<file path="src/usbdc_pkg.sv">
// Constants shared by the USB device control block, its controller and bus
package usbdc_pkg;
  // Device register offsets
  localparam logic [7:0] ADDR_STDREQ = 8'h9d;
  localparam logic [7:0] ADDR_CTRL   = 8'hb1;
  localparam logic [7:0] ADDR_STATE  = 8'hb2;
  localparam logic [7:0] ADDR_CFGSTA = 8'hb3;
  localparam logic [7:0] ADDR_CFGDAT = 8'hb4;
  localparam logic [7:0] ADDR_IRQEN  = 8'hb5;
  localparam logic [7:0] ADDR_EVSTA  = 8'hb9;
  localparam logic [7:0] ADDR_PINPWR = 8'hda;
  // Pin and power control fields
  localparam int PP_PIN   = 7;
  localparam int PP_OUTG  = 6;
  localparam int PP_WAKE  = 5;
  localparam int PP_REGPD = 2;
  localparam int PP_PHY_POWERDOWN = 1;
  localparam int PP_PLL_POWERDOWN = 0;
  localparam logic RST_PIN_SEL = 1'h1;
  // Controller control fields
  localparam int CT_EN    = 6;
  localparam int CT_RWAKE = 5;
  localparam int CT_STALL = 4;
  localparam int CT_ING   = 3;
  localparam int CT_SUSP  = 2;
  localparam int CT_RRDY  = 1;
  localparam int CT_CLKG  = 0;
  // Configuration status fields, then flag widths, event mask, reset values and load length
  localparam int CS_RDY  = 7;
  localparam int CS_DONE = 6;
  localparam int STDREQ_W = 4;
  localparam logic [7:0] RST_IRQEN  = 8'h62;
  localparam logic [7:0] EVENT_MASK = 8'hfb;
  localparam logic [2:0] CFG_LAST   = 3'h4;
  localparam int CFG_BYTES = 5;
  // Transfer types
  typedef enum logic [1:0] {
    XFER_CONTROL = 2'h0,
    XFER_ISO     = 2'h1,
    XFER_BULK    = 2'h2,
    XFER_INTR    = 2'h3
  } usbdc_xfer_e;
  typedef struct packed {
    logic [1:0]  cfg_val;
    logic [1:0]  intf;
    logic [1:0]  alt;
    usbdc_xfer_e in_type;
  } usbdc_epcfg_s;
  // Controller command port
  localparam logic [7:0] H_CMD  = 8'h00;
  localparam logic [7:0] H_CFG0 = 8'h01;
  localparam logic [7:0] H_STAT = 8'h06;
  localparam logic [7:0] H_ADDR = 8'h07;
  localparam logic [7:0] H_DATA = 8'h08;
  localparam logic [7:0] H_RDBK = 8'h09;
  localparam int HC_CFG    = 0;
  localparam int HC_PHYON  = 1;
  localparam int HC_PHYOFF = 2;
  localparam int HC_RAWRD  = 3;
  // PHY stabilisation time
  localparam int CLK_NS     = 20;
  localparam int PHY_WAIT_NS = 5000;
  localparam int PHY_CYC = (PHY_WAIT_NS + CLK_NS - 1) / CLK_NS;
endpackage

</file>
<file path="src/usbdc_if.sv">
// Register bus between the firmware-side controller and the device block
`timescale 1ns/100ps
`default_nettype none
interface usbdc_if (
  input wire logic i_clk
);
  logic [7:0] addr;
  logic [7:0] wdata;
  logic       wr;
  logic       rd;
  logic [7:0] rdata;
  logic       irq;
  logic       wake;
  modport dev (input addr, wdata, wr, rd, output rdata, irq, wake);
  modport ctl (output addr, wdata, wr, rd, input rdata, irq, wake);
endinterface
`default_nettype wire

</file>
<file path="src/usbdc_device.sv">
// Device end: USB control, status and endpoint configuration registers
//
// Strobed register access is this design's own decision.
`timescale 1ns/100ps
`default_nettype none
module usbdc_device (
  input  wire logic                    i_clk,
  input  wire logic                    i_resetn,
  usbdc_if.dev                         bus,
  input  wire logic                    i_suspend,
  input  wire logic                    i_pll_rst,
  input  wire logic                    i_dev_rst,
  input  wire logic [3:0]              i_req_seen,
  input  wire logic [1:0]              i_cur_if,
  input  wire logic                    i_cur_alt,
  input  wire logic [2:0]              i_cur_ep,
  input  wire logic [7:0]              i_bus_event,
  output logic                         o_usb_pin_select,
  output logic                         o_out_buffer_guard,
  output logic                         o_in_buffer_guard,
  output logic                         o_regulator_powerdown,
  output logic                         o_phy_powerdown_signal,
  output logic                         o_pll_powerdown,
  output logic                         o_controller_enable,
  output logic                         o_resume_signal,
  output logic                         o_ep0_stall,
  output logic                         o_fullspeed_clock_gate,
  output usbdc_pkg::usbdc_epcfg_s [3:0] o_ep_cfg,
  output logic [3:0][1:0]              o_ep_out_type,
  output logic                         o_cfg_load_done
);
  typedef struct packed {
    logic            pin_sel;
    logic            out_guard;
    logic            reg_pd;
    logic            phy_powerdown_signal;
    logic            pll_pd;
    logic            ctrl_en;
    logic            rwake;
    logic            resume;
    logic            stall;
    logic            in_guard;
    logic            clk_gate;
    logic            susp_d;
    logic            cfg_rdy;
    logic            cfg_done;
    logic [2:0]      cfg_idx;
    logic [7:0]      cfg_last;
    logic [4:0][7:0] cfg;
    logic [7:0]      irq_en;
    logic [7:0]      rdata;
    logic            irq;
  } usbdc_dev_s;
  usbdc_dev_s s_r;
  usbdc_dev_s s_nxt;

  logic [3:0] std_q;
  logic [3:0] std_clr;
  logic [7:0] ev_q;
  logic [7:0] ev_clr;
  logic       wake_q;
  logic       wake_set;
  logic       wake_clr;
  logic       wr_pinpwr;

  assign wr_pinpwr = bus.wr && (bus.addr == usbdc_pkg::ADDR_PINPWR);
  // Falling edge of suspend wakes the processor
  assign wake_set = s_r.susp_d & ~i_suspend;
  assign wake_clr = wr_pinpwr & ~bus.wdata[usbdc_pkg::PP_WAKE];
  // Writing 0 clears a flag, writing 1 leaves it
  assign std_clr = (bus.wr && bus.addr == usbdc_pkg::ADDR_STDREQ) ?
                   ~bus.wdata[3:0] : 4'h0;
  assign ev_clr  = (bus.wr && bus.addr == usbdc_pkg::ADDR_EVSTA) ?
                   ~bus.wdata : 8'h0;

  // Flags: hardware set wins over a same-cycle clear
  usbdc_sticky #(.W(1)) u_wake (
    .i_clk    (i_clk),
    .i_resetn (i_resetn),
    .i_set    (wake_set),
    .i_clr    (wake_clr),
    .o_q      (wake_q)
  );

  usbdc_sticky #(.W(usbdc_pkg::STDREQ_W)) u_std (
    .i_clk    (i_clk),
    .i_resetn (i_resetn),
    .i_set    (i_req_seen),
    .i_clr    (std_clr),
    .o_q      (std_q)
  );

  // Reserved event bit never sets a flag
  usbdc_sticky #(.W(8)) u_event (
    .i_clk    (i_clk),
    .i_resetn (i_resetn),
    .i_set    (i_bus_event & usbdc_pkg::EVENT_MASK),
    .i_clr    (ev_clr),
    .o_q      (ev_q)
  );

  always_comb begin
    s_nxt = s_r;
    // Read data stand one cycle, zero otherwise
    s_nxt.rdata = 8'h00;
    s_nxt.susp_d = i_suspend;
    s_nxt.resume = s_r.rwake & s_r.ctrl_en;
    s_nxt.irq = |(ev_q & s_r.irq_en);
    if (bus.wr) begin
      if (bus.addr == usbdc_pkg::ADDR_PINPWR) begin
        s_nxt.pin_sel   = bus.wdata[usbdc_pkg::PP_PIN];
        s_nxt.out_guard = bus.wdata[usbdc_pkg::PP_OUTG];
        s_nxt.reg_pd    = bus.wdata[usbdc_pkg::PP_REGPD];
        s_nxt.phy_powerdown_signal    = bus.wdata[usbdc_pkg::PP_PHY_POWERDOWN];
        s_nxt.pll_pd    = bus.wdata[usbdc_pkg::PP_PLL_POWERDOWN];
      end else if (bus.addr == usbdc_pkg::ADDR_CTRL) begin
        s_nxt.ctrl_en  = bus.wdata[usbdc_pkg::CT_EN];
        s_nxt.rwake    = bus.wdata[usbdc_pkg::CT_RWAKE];
        s_nxt.stall    = bus.wdata[usbdc_pkg::CT_STALL];
        s_nxt.in_guard = bus.wdata[usbdc_pkg::CT_ING];
        s_nxt.clk_gate = bus.wdata[usbdc_pkg::CT_CLKG];
      end else if (bus.addr == usbdc_pkg::ADDR_CFGDAT) begin
        // A write after a finished load starts a new one
        s_nxt.cfg_last = bus.wdata;
        s_nxt.cfg_rdy  = 1'b0;
        s_nxt.cfg_done = 1'b0;
        if (s_r.cfg_done) begin
          s_nxt.cfg[0] = bus.wdata;
          s_nxt.cfg_idx = 3'h1;
          s_nxt.cfg_rdy = 1'b1;
        end else begin
          s_nxt.cfg[s_r.cfg_idx] = bus.wdata;
          if (s_r.cfg_idx == usbdc_pkg::CFG_LAST) begin
            s_nxt.cfg_idx  = 3'h0;
            s_nxt.cfg_done = 1'b1;
          end else begin
            s_nxt.cfg_idx = s_r.cfg_idx + 3'h1;
            s_nxt.cfg_rdy = 1'b1;
          end
        end
      end else if (bus.addr == usbdc_pkg::ADDR_IRQEN) begin
        s_nxt.irq_en = bus.wdata & usbdc_pkg::EVENT_MASK;
      end
    end
    if (bus.rd) begin
      if (bus.addr == usbdc_pkg::ADDR_PINPWR) begin
        s_nxt.rdata[usbdc_pkg::PP_PIN]   = s_r.pin_sel;
        s_nxt.rdata[usbdc_pkg::PP_OUTG]  = s_r.out_guard;
        s_nxt.rdata[usbdc_pkg::PP_WAKE]  = wake_q;
        s_nxt.rdata[usbdc_pkg::PP_REGPD] = s_r.reg_pd;
        s_nxt.rdata[usbdc_pkg::PP_PHY_POWERDOWN] = s_r.phy_powerdown_signal;
        s_nxt.rdata[usbdc_pkg::PP_PLL_POWERDOWN] = s_r.pll_pd;
      end else if (bus.addr == usbdc_pkg::ADDR_STDREQ) begin
        s_nxt.rdata = {4'h0, std_q};
      end else if (bus.addr == usbdc_pkg::ADDR_CTRL) begin
        s_nxt.rdata[usbdc_pkg::CT_EN]    = s_r.ctrl_en;
        s_nxt.rdata[usbdc_pkg::CT_RWAKE] = s_r.rwake;
        s_nxt.rdata[usbdc_pkg::CT_STALL] = s_r.stall;
        s_nxt.rdata[usbdc_pkg::CT_ING]   = s_r.in_guard;
        // Suspend and reset ready are read live
        s_nxt.rdata[usbdc_pkg::CT_SUSP]  = i_suspend;
        s_nxt.rdata[usbdc_pkg::CT_RRDY]  = ~i_pll_rst & ~i_dev_rst;
        s_nxt.rdata[usbdc_pkg::CT_CLKG]  = s_r.clk_gate;
      end else if (bus.addr == usbdc_pkg::ADDR_STATE) begin
        s_nxt.rdata = {2'h0, i_cur_if, i_cur_alt, i_cur_ep};
      end else if (bus.addr == usbdc_pkg::ADDR_CFGSTA) begin
        s_nxt.rdata[usbdc_pkg::CS_RDY]  = s_r.cfg_rdy;
        s_nxt.rdata[usbdc_pkg::CS_DONE] = s_r.cfg_done;
        // Reading status clears the ready bit
        s_nxt.cfg_rdy = 1'b0;
      end else if (bus.addr == usbdc_pkg::ADDR_CFGDAT) begin
        s_nxt.rdata = s_r.cfg_last;
      end else if (bus.addr == usbdc_pkg::ADDR_IRQEN) begin
        s_nxt.rdata = s_r.irq_en;
      end else if (bus.addr == usbdc_pkg::ADDR_EVSTA) begin
        s_nxt.rdata = ev_q;
      end
    end
  end

  always_ff @(posedge i_clk) begin
    if (!i_resetn) begin
      s_r         <= '0;
      s_r.pin_sel <= usbdc_pkg::RST_PIN_SEL;
      s_r.irq_en  <= usbdc_pkg::RST_IRQEN;
    end else begin
      s_r <= s_nxt;
    end
  end

  assign bus.rdata = s_r.rdata;
  assign bus.irq   = s_r.irq;
  assign bus.wake  = wake_q;
  assign o_usb_pin_select       = s_r.pin_sel;
  assign o_out_buffer_guard     = s_r.out_guard;
  assign o_in_buffer_guard      = s_r.in_guard;
  assign o_regulator_powerdown  = s_r.reg_pd;
  assign o_phy_powerdown_signal = s_r.phy_powerdown_signal;
  assign o_pll_powerdown        = s_r.pll_pd;
  assign o_controller_enable    = s_r.ctrl_en;
  assign o_resume_signal        = s_r.resume;
  assign o_ep0_stall            = s_r.stall;
  assign o_fullspeed_clock_gate = s_r.clk_gate;
  assign o_cfg_load_done        = s_r.cfg_done;
  assign o_ep_cfg = s_r.cfg[3:0];
  // Index 0 is endpoint 1, held in the top field of the fifth byte
  assign o_ep_out_type = {s_r.cfg[4][1:0], s_r.cfg[4][3:2],
                          s_r.cfg[4][5:4], s_r.cfg[4][7:6]};
endmodule
`default_nettype wire

</file>
<file path="src/usbdc_sticky.sv">
// Sticky flags: hardware set wins over a same-cycle clear
`timescale 1ns/100ps
`default_nettype none
module usbdc_sticky #(
  parameter int W = 1
) (
  input  wire logic         i_clk,
  input  wire logic         i_resetn,
  input  wire logic [W-1:0] i_set,
  input  wire logic [W-1:0] i_clr,
  output logic      [W-1:0] o_q
);
  typedef struct packed {
    logic [W-1:0] q;
  } usbdc_stk_s;
  usbdc_stk_s s_r;
  usbdc_stk_s s_nxt;

  always_comb begin
    s_nxt = s_r;
    s_nxt.q = (s_r.q & ~i_clr) | i_set;
  end

  always_ff @(posedge i_clk) begin
    if (!i_resetn) begin
      s_r <= '0;
    end else begin
      s_r <= s_nxt;
    end
  end

  assign o_q = s_r.q;
endmodule
`default_nettype wire
</file>
<file path="src/flat_wrapper.sv">
// flat-port wrapper written by rule: the top's interface ports become plain ports
module usbdc_device_flat 
  (i_clk, i_resetn, i_suspend, i_pll_rst, i_dev_rst, i_req_seen, i_cur_if, i_cur_alt, i_cur_ep, i_bus_event, o_usb_pin_select, o_out_buffer_guard, o_in_buffer_guard, o_regulator_powerdown, o_phy_powerdown_signal, o_pll_powerdown, o_controller_enable, o_resume_signal, o_ep0_stall, o_fullspeed_clock_gate, o_ep_cfg, o_ep_out_type, o_cfg_load_done, bus_addr, bus_wdata, bus_wr, bus_rd, bus_rdata, bus_irq, bus_wake);
  usbdc_if bus_i (.i_clk(i_clk));
  input  wire logic i_clk;
  input  wire logic i_resetn;
  input  wire logic i_suspend;
  input  wire logic i_pll_rst;
  input  wire logic i_dev_rst;
  input  wire logic [3:0] i_req_seen;
  input  wire logic [1:0] i_cur_if;
  input  wire logic i_cur_alt;
  input  wire logic [2:0] i_cur_ep;
  input  wire logic [7:0] i_bus_event;
  output logic o_usb_pin_select;
  output logic o_out_buffer_guard;
  output logic o_in_buffer_guard;
  output logic o_regulator_powerdown;
  output logic o_phy_powerdown_signal;
  output logic o_pll_powerdown;
  output logic o_controller_enable;
  output logic o_resume_signal;
  output logic o_ep0_stall;
  output logic o_fullspeed_clock_gate;
  output usbdc_pkg::usbdc_epcfg_s [3:0] o_ep_cfg;
  output logic [3:0][1:0] o_ep_out_type;
  output logic o_cfg_load_done;
  input wire logic [$bits(bus_i.addr)-1:0] bus_addr;
  input wire logic [$bits(bus_i.wdata)-1:0] bus_wdata;
  input wire logic [$bits(bus_i.wr)-1:0] bus_wr;
  input wire logic [$bits(bus_i.rd)-1:0] bus_rd;
  output wire logic [$bits(bus_i.rdata)-1:0] bus_rdata;
  output wire logic [$bits(bus_i.irq)-1:0] bus_irq;
  output wire logic [$bits(bus_i.wake)-1:0] bus_wake;
  assign bus_i.addr = bus_addr;
  assign bus_i.wdata = bus_wdata;
  assign bus_i.wr = bus_wr;
  assign bus_i.rd = bus_rd;
  assign bus_rdata = bus_i.rdata;
  assign bus_irq = bus_i.irq;
  assign bus_wake = bus_i.wake;
  usbdc_device u_core (.i_clk(i_clk), .i_resetn(i_resetn), .bus(bus_i), .i_suspend(i_suspend), .i_pll_rst(i_pll_rst), .i_dev_rst(i_dev_rst), .i_req_seen(i_req_seen), .i_cur_if(i_cur_if), .i_cur_alt(i_cur_alt), .i_cur_ep(i_cur_ep), .i_bus_event(i_bus_event), .o_usb_pin_select(o_usb_pin_select), .o_out_buffer_guard(o_out_buffer_guard), .o_in_buffer_guard(o_in_buffer_guard), .o_regulator_powerdown(o_regulator_powerdown), .o_phy_powerdown_signal(o_phy_powerdown_signal), .o_pll_powerdown(o_pll_powerdown), .o_controller_enable(o_controller_enable), .o_resume_signal(o_resume_signal), .o_ep0_stall(o_ep0_stall), .o_fullspeed_clock_gate(o_fullspeed_clock_gate), .o_ep_cfg(o_ep_cfg), .o_ep_out_type(o_ep_out_type), .o_cfg_load_done(o_cfg_load_done));
endmodule
</file>
<file path="config.mk">
export PLATFORM = sky130hd
export DESIGN_NAME = usbdc_device_flat
export DESIGN_NICKNAME = d
export VERILOG_FILES = /design/src/usbdc_pkg.sv /design/src/usbdc_if.sv /design/src/usbdc_device.sv /design/src/usbdc_sticky.sv /design/src/flat_wrapper.sv
export SDC_FILE = /design/constraint.sdc
export NUM_CORES = 1
export LEC_CHECK = 0
export BUFFER_PORTS_ARGS = -buffer_cell sky130_fd_sc_hd__buf_4
export CELL_PAD_IN_SITES_DETAIL_PLACEMENT = 1
export CELL_PAD_IN_SITES_GLOBAL_PLACEMENT = 1
export CORE_MARGIN = 4
export CORE_UTILIZATION = 36
export DETAILED_ROUTE_END_ITERATION = 16
export PLACE_DENSITY = 0.81
export SLEW_MARGIN = 20
export SYNTH_ARGS = -nofsm -noshare
export SYNTH_HDL_FRONTEND = slang
export SYNTH_SLANG_ARGS = --single-unit
</file>
<file path="constraint.sdc">
create_clock -name i_clk -period 1.6 [get_ports i_clk]
set_clock_uncertainty 0.05 [all_clocks]
set_input_delay 0.24 -clock i_clk [delete_from_list [all_inputs] [get_ports i_clk]]
set_output_delay 0.24 -clock i_clk [all_outputs]
set_load 0.02 [all_outputs]
</file>
Word level (Yosys, flattened, before mapping)
Index checks and enable logic that the tools add are counted.
{"block": "totals", "regBits": 94, "inputBits": 41, "out_inout_bits": 61, "wordCells": 116}
{"block": "classes", "n_addsub": 1, "magnitude_cmp": 2, "n_eq_ne": 9, "n_mux": 36, "n_bitwise": 26, "reduce_logical": 13}
{"operator": "61-bit 2-to-1 mux", "count": 3}
{"operator": "8-bit 2-to-1 mux", "count": 10}
{"operator": "8-bit == test, second input constant", "count": 8}
{"operator": "53-bit 2-to-1 mux", "count": 1}
{"operator": "40-bit bitwise mux", "count": 1}
{"operator": "32-bit 2-to-1 mux", "count": 1}
{"operator": "8-bit demux with 3-bit select", "count": 1}
{"operator": "8-bit AND", "count": 2}
{"operator": "8-bit NOT", "count": 2}
{"operator": "3-bit 2-to-1 mux", "count": 4}
{"operator": "1-bit 2-to-1 mux", "count": 11}
{"operator": "1-bit NOT", "count": 11}
{"operator": "5-bit AND reduction", "count": 2}
{"operator": "4-bit NOT", "count": 2}
{"operator": "8-bit OR", "count": 1}
{"operator": "8-bit OR reduction", "count": 1}
{"operator": "7-bit 2-to-1 mux", "count": 1}
{"operator": "6-bit 2-to-1 mux", "count": 1}
{"operator": "1-bit AND", "count": 5}
{"operator": "4-bit AND", "count": 1}
{"operator": "1-bit logical AND", "count": 4}
{"operator": "3-bit by 4-bit < comparator with 1-bit output, second input constant", "count": 1}
{"operator": "4-bit 2-to-1 mux", "count": 1}
{"operator": "4-bit OR", "count": 1}
{"operator": "10 further kinds", "count": 11}

Depth between registers and ports, before layout
{"block": "depth", "ltp_word": 16, "ltp_mapped": 7, "depth_no_buf": 5}

By module
From an unflattened synthesis, not the netlist that was laid out.
{"block": "unflattened", "hier_cells": 548, "hier_area_um2": 4839.6}
{"module": "usbdc_device", "instances": 1, "cells_per_inst": 508, "area_per_inst_um2": 4295.4, "seq_area_each_um2": 1621.6}
{"module": "usbdc_sticky at u_core.u_event", "instances": 1, "cells_per_inst": 25, "area_per_inst_um2": 337.8, "seq_area_each_um2": 160.2}
{"module": "usbdc_sticky at u_core.u_std", "instances": 1, "cells_per_inst": 12, "area_per_inst_um2": 165.2, "seq_area_each_um2": 80.1}
{"module": "usbdc_sticky at u_core.u_wake", "instances": 1, "cells_per_inst": 3, "area_per_inst_um2": 41.3, "seq_area_each_um2": 20.0}

Worst setup path after synthesis
OpenSTA, ideal clock, no wires.
{"block": "synth_timing", "kind": "flip-flop to flip-flop", "start": "reg u_core.s_r, in the netlist u_core.o_cfg_load_done", "end": "reg (tool-made name)", "setup_ns": 0.128, "arrival_ns": 1.515, "required_ns": 1.422, "setup_slack_ns": -0.093, "path_stages_with_launch": 6, "n_path_buf": 1, "synth_period_minus_slack_ns": 1.693, "cell_sequence": "dfxtp_1 -> clkbuf_1 -> nor4b_1 -> nand4_2 -> mux2i_1 -> nor2_1"}
{"element": "from (decl)", "line_no": "usbdc_device.sv:54", "rtl": "usbdc_dev_s s_r;"}
{"element": "from (signal assigned)", "line_no": "usbdc_device.sv:187", "rtl": "s_r <= s_nxt;"}

Worst setup path after layout
{"block": "layout_timing", "start": "reg u_core.s_r, in the netlist u_core.o_cfg_load_done", "end": "out o_cfg_load_done"}
{"element": "to (decl)", "line_no": "flat_wrapper.sv:27", "rtl": "output logic o_cfg_load_done;"}
No word-level cell between the ends.

==> flow_metrics.env <==
export IMPL_run_status="finished, final reports clean"
export IMPL_ctsHtreeMaxLevel=3
export IMPL_num_rows=40
export IMPL_finalWirelength_mm=14.3
export IMPL_placedInstanceArea_um2=5420
export IMPL_synth_edf_count=0
export IMPL_pin_count_of_the_biggest_net_entering_global_routing=41
export IMPL_grt_busiest_layer="met2"
export IMPL_syn_area_um2=4520
export IMPL_number_of_clock_buffers_inserted_by_tritoncts=9
export IMPL_timing_slew_headroom=0.641
export IMPL_routed_wire_length_per_instance_um=19.0
export IMPL_initial_core_util=0.372
export IMPL_synth_cell_type_count=57
export IMPL_antenna_violating_nets_post_route=0
export IMPL_ctsHoldBuffers=0
export IMPL_grt_use_total=0.206
export IMPL_grt_antenna_before_repair=0
export IMPL_detail_route_drc_violations=0
export IMPL_synth_async_reset_ratio=0
export IMPL_holdCritPathClass="in -> reg"
export IMPL_worst_setup_path_end_kind="output port"
export IMPL_final_period_utilization=0.953
export IMPL_ys_seq_area_frac=0.417
export IMPL_cts_buffer_depth=2
export IMPL_cts_setup_buffers=0
export IMPL_rsz_0062_raised_after_global_routing="yes"
export IMPL_gr_util_met3=0.0641
export IMPL_port_buffers=100
export IMPL_grt_pass1_wl_mm=23.2
export IMPL_power_per_cell_area_nw_per_um2=873
export IMPL_worstPathArrival_ns=1.23
export IMPL_detailroute_via_count=3899
export IMPL_crit_path_max_fanout=8
export IMPL_final_period_minus_worst_setup_slack_ns=1.52
export IMPL_ys_ff_latch=94
export IMPL_finish_net_count=625
export IMPL_maxSlewViolCount=0
export IMPL_max_clock_freq_ghz=0.656
export IMPL_drtPass1Iterations=4
export IMPL_fp_dieH_um=120
export IMPL_number_of_filler_instances_in_the_final_layout=1408
export IMPL_most_common_library_cell_in_the_layout_ignoring_fill_and_taps="buf_4"
export IMPL_overflow=0
export IMPL_gr_usage_met1=0.249
export IMPL_insertedDiodeCount=0
export IMPL_setup_viol=0
export IMPL_tightest_slew_ns=0.525
export IMPL_cts_sinks=94
export IMPL_placeableCoreArea_um2=12200
export IMPL_finalInstanceArea_um2=5750
export IMPL_design_die_area_um2=14400
export IMPL_die_width_um=120
export IMPL_layout_area_overhead_vs_synth_pct=27.2
export IMPL_final_hold_viol_count=0
export IMPL_grt_pass1_vias=4288
export IMPL_dominantRegCellSynth="dfxtp_1"
export IMPL_finalWeightedCongestion=0.866
export IMPL_detailed_place_hpwl_mm=10.4
export IMPL_met2_usage=0.348
export IMPL_synth_nets=548
export IMPL_cts_reportedPaths_clkPinSlew_ns=0.07
export IMPL_vias_cell=5.17
export IMPL_worstPathRequired_ns=1.31
export IMPL_clock_latency_on_the_worst_skew_pair_ns=0.35
export IMPL_timing_critical_path_from_type="flop"
export IMPL_setup_worst_path_class="reg -> out"
export IMPL_root_buffer="clkbuf_16"
export IMPL_yosysWarnings=0
export IMPL_max_cap_viols=0
export IMPL_leakagePower_uw=0.00282
export IMPL_layout_common_cells="142 x buf_4, 91 x dfxtp_1, 68 x nor2_1"
export IMPL_postSynthAreaPerCell_um2=8.95
export IMPL_pin_count=102
export IMPL_drt_iter0_drc=174
export IMPL_share_of_cells_above_drive_strength_1=0.312
export IMPL_totalPowerFinal_uw=5020
export IMPL_worst_ir_drop_vdd_mv=0.746
export IMPL_tritoncts="built"
export IMPL_syn_instance_count=505
-- final timing paths --
path	startpoint	end	slack, ns	cells past startpoint
max reg2reg	u_core.o_cfg_load_done	flop	0.09	5
min	i_suspend	u_core.s_r[70]	0.07	2
min reg2reg	u_core.u_event.o_q[2]	u_core.u_event.o_q[2]	0.39	2
max	u_core.o_cfg_load_done	o_cfg_load_done	0.08	2
-- cell families (layout without fill, tap and decap cells) --
family	after synthesis	count (layout)	share of synthesized area
compound gates	90	90	0.131
mux	57	57	0.126
flops	94	94	0.417
fa+ha+maj	2	2	0.00554
simple gates	167	167	0.197
buf+inv	95	176	0.124
-- Yosys cell counts, drive strengths merged (3+ instances only) --
| master | instances | area, µm² |
|---|---|---|
| a21oi | 31 | 155 |
| a22oi | 11 | 82.6 |
| a31oi | 4 | 25.0 |
| and2 | 3 | 18.8 |
| and3 | 5 | 31.3 |
| buf | 60 | 427 |
| clkbuf | 22 | 82.6 |
| dfxtp | 94 | 1880 |
| inv | 13 | 48.8 |
| mux2i | 57 | 571 |
| nand2 | 31 | 116 |
| nand2b | 9 | 56.3 |
| nand3 | 8 | 40.0 |
| nand4 | 6 | 68.8 |
| nand4b | 3 | 26.3 |
| nor2 | 68 | 255 |
| nor2b | 7 | 43.8 |
| nor3 | 10 | 55.1 |
| nor4b | 4 | 50.1 |
| o21ai | 17 | 88.8 |
| o22a | 4 | 35.0 |
-- what timing repair did --
action | in CTS | in global routing
pin swaps | 0 | 1
gates resized for setup | 2 | 3
setup endpoints to repair | 8 | 13
-- power by group --
| part | switching (µW) | internal (µW) | total [µW] |
|---|---|---|---|
| Sequential | 18.2 | 2370 | 2380 |
| Clock | 928 | 1290 | 2220 |
| Combinational | 241 | 175 | 416 |
-- worst max-delay path: stages (launching register included) --
cell and delay [ns]:
dfxtp_1 0.50, buf_4 0.23, buf_4 0.15
-- final cells by class --
type                       count  area [µm²]  share of cell area
multi-input combinational    316        2110               0.367
clock buffer                  11         253              0.0440
clock inverter                 4        53.8             0.00936
inverter                      13        48.8             0.00849
tap                          168         210              0.0366
sequential                    94        1890               0.328
timing repair buffer         148        1190               0.206
-- through the flow --
stage	cells	hold WS (ns)	utilization	TNS, ns	setup slack (ns)
2_1_floorplan	505	0.317	-	-1.22	-0.0629
3_3_place_gp	739	0.378	0.446	-0.275	-0.0814
3_5_place_dp	739	0.391	0.446	-1.61	-0.104
4_1_cts	754	0.0579	0.471	0	0.0116
5_1_grt	754	0.0758	0.473	-0.0204	-0.0163
6_report	754	0.0743	0.473	0	0.0754
-- layer usage --
metal  up-vias  part of all wire
met2        92              0.49
met5         -                 0
li1       1867                 -
met3        17             0.057
met1      1923              0.43
met4         0             0.018
Power figures use the tool's default switching activity.
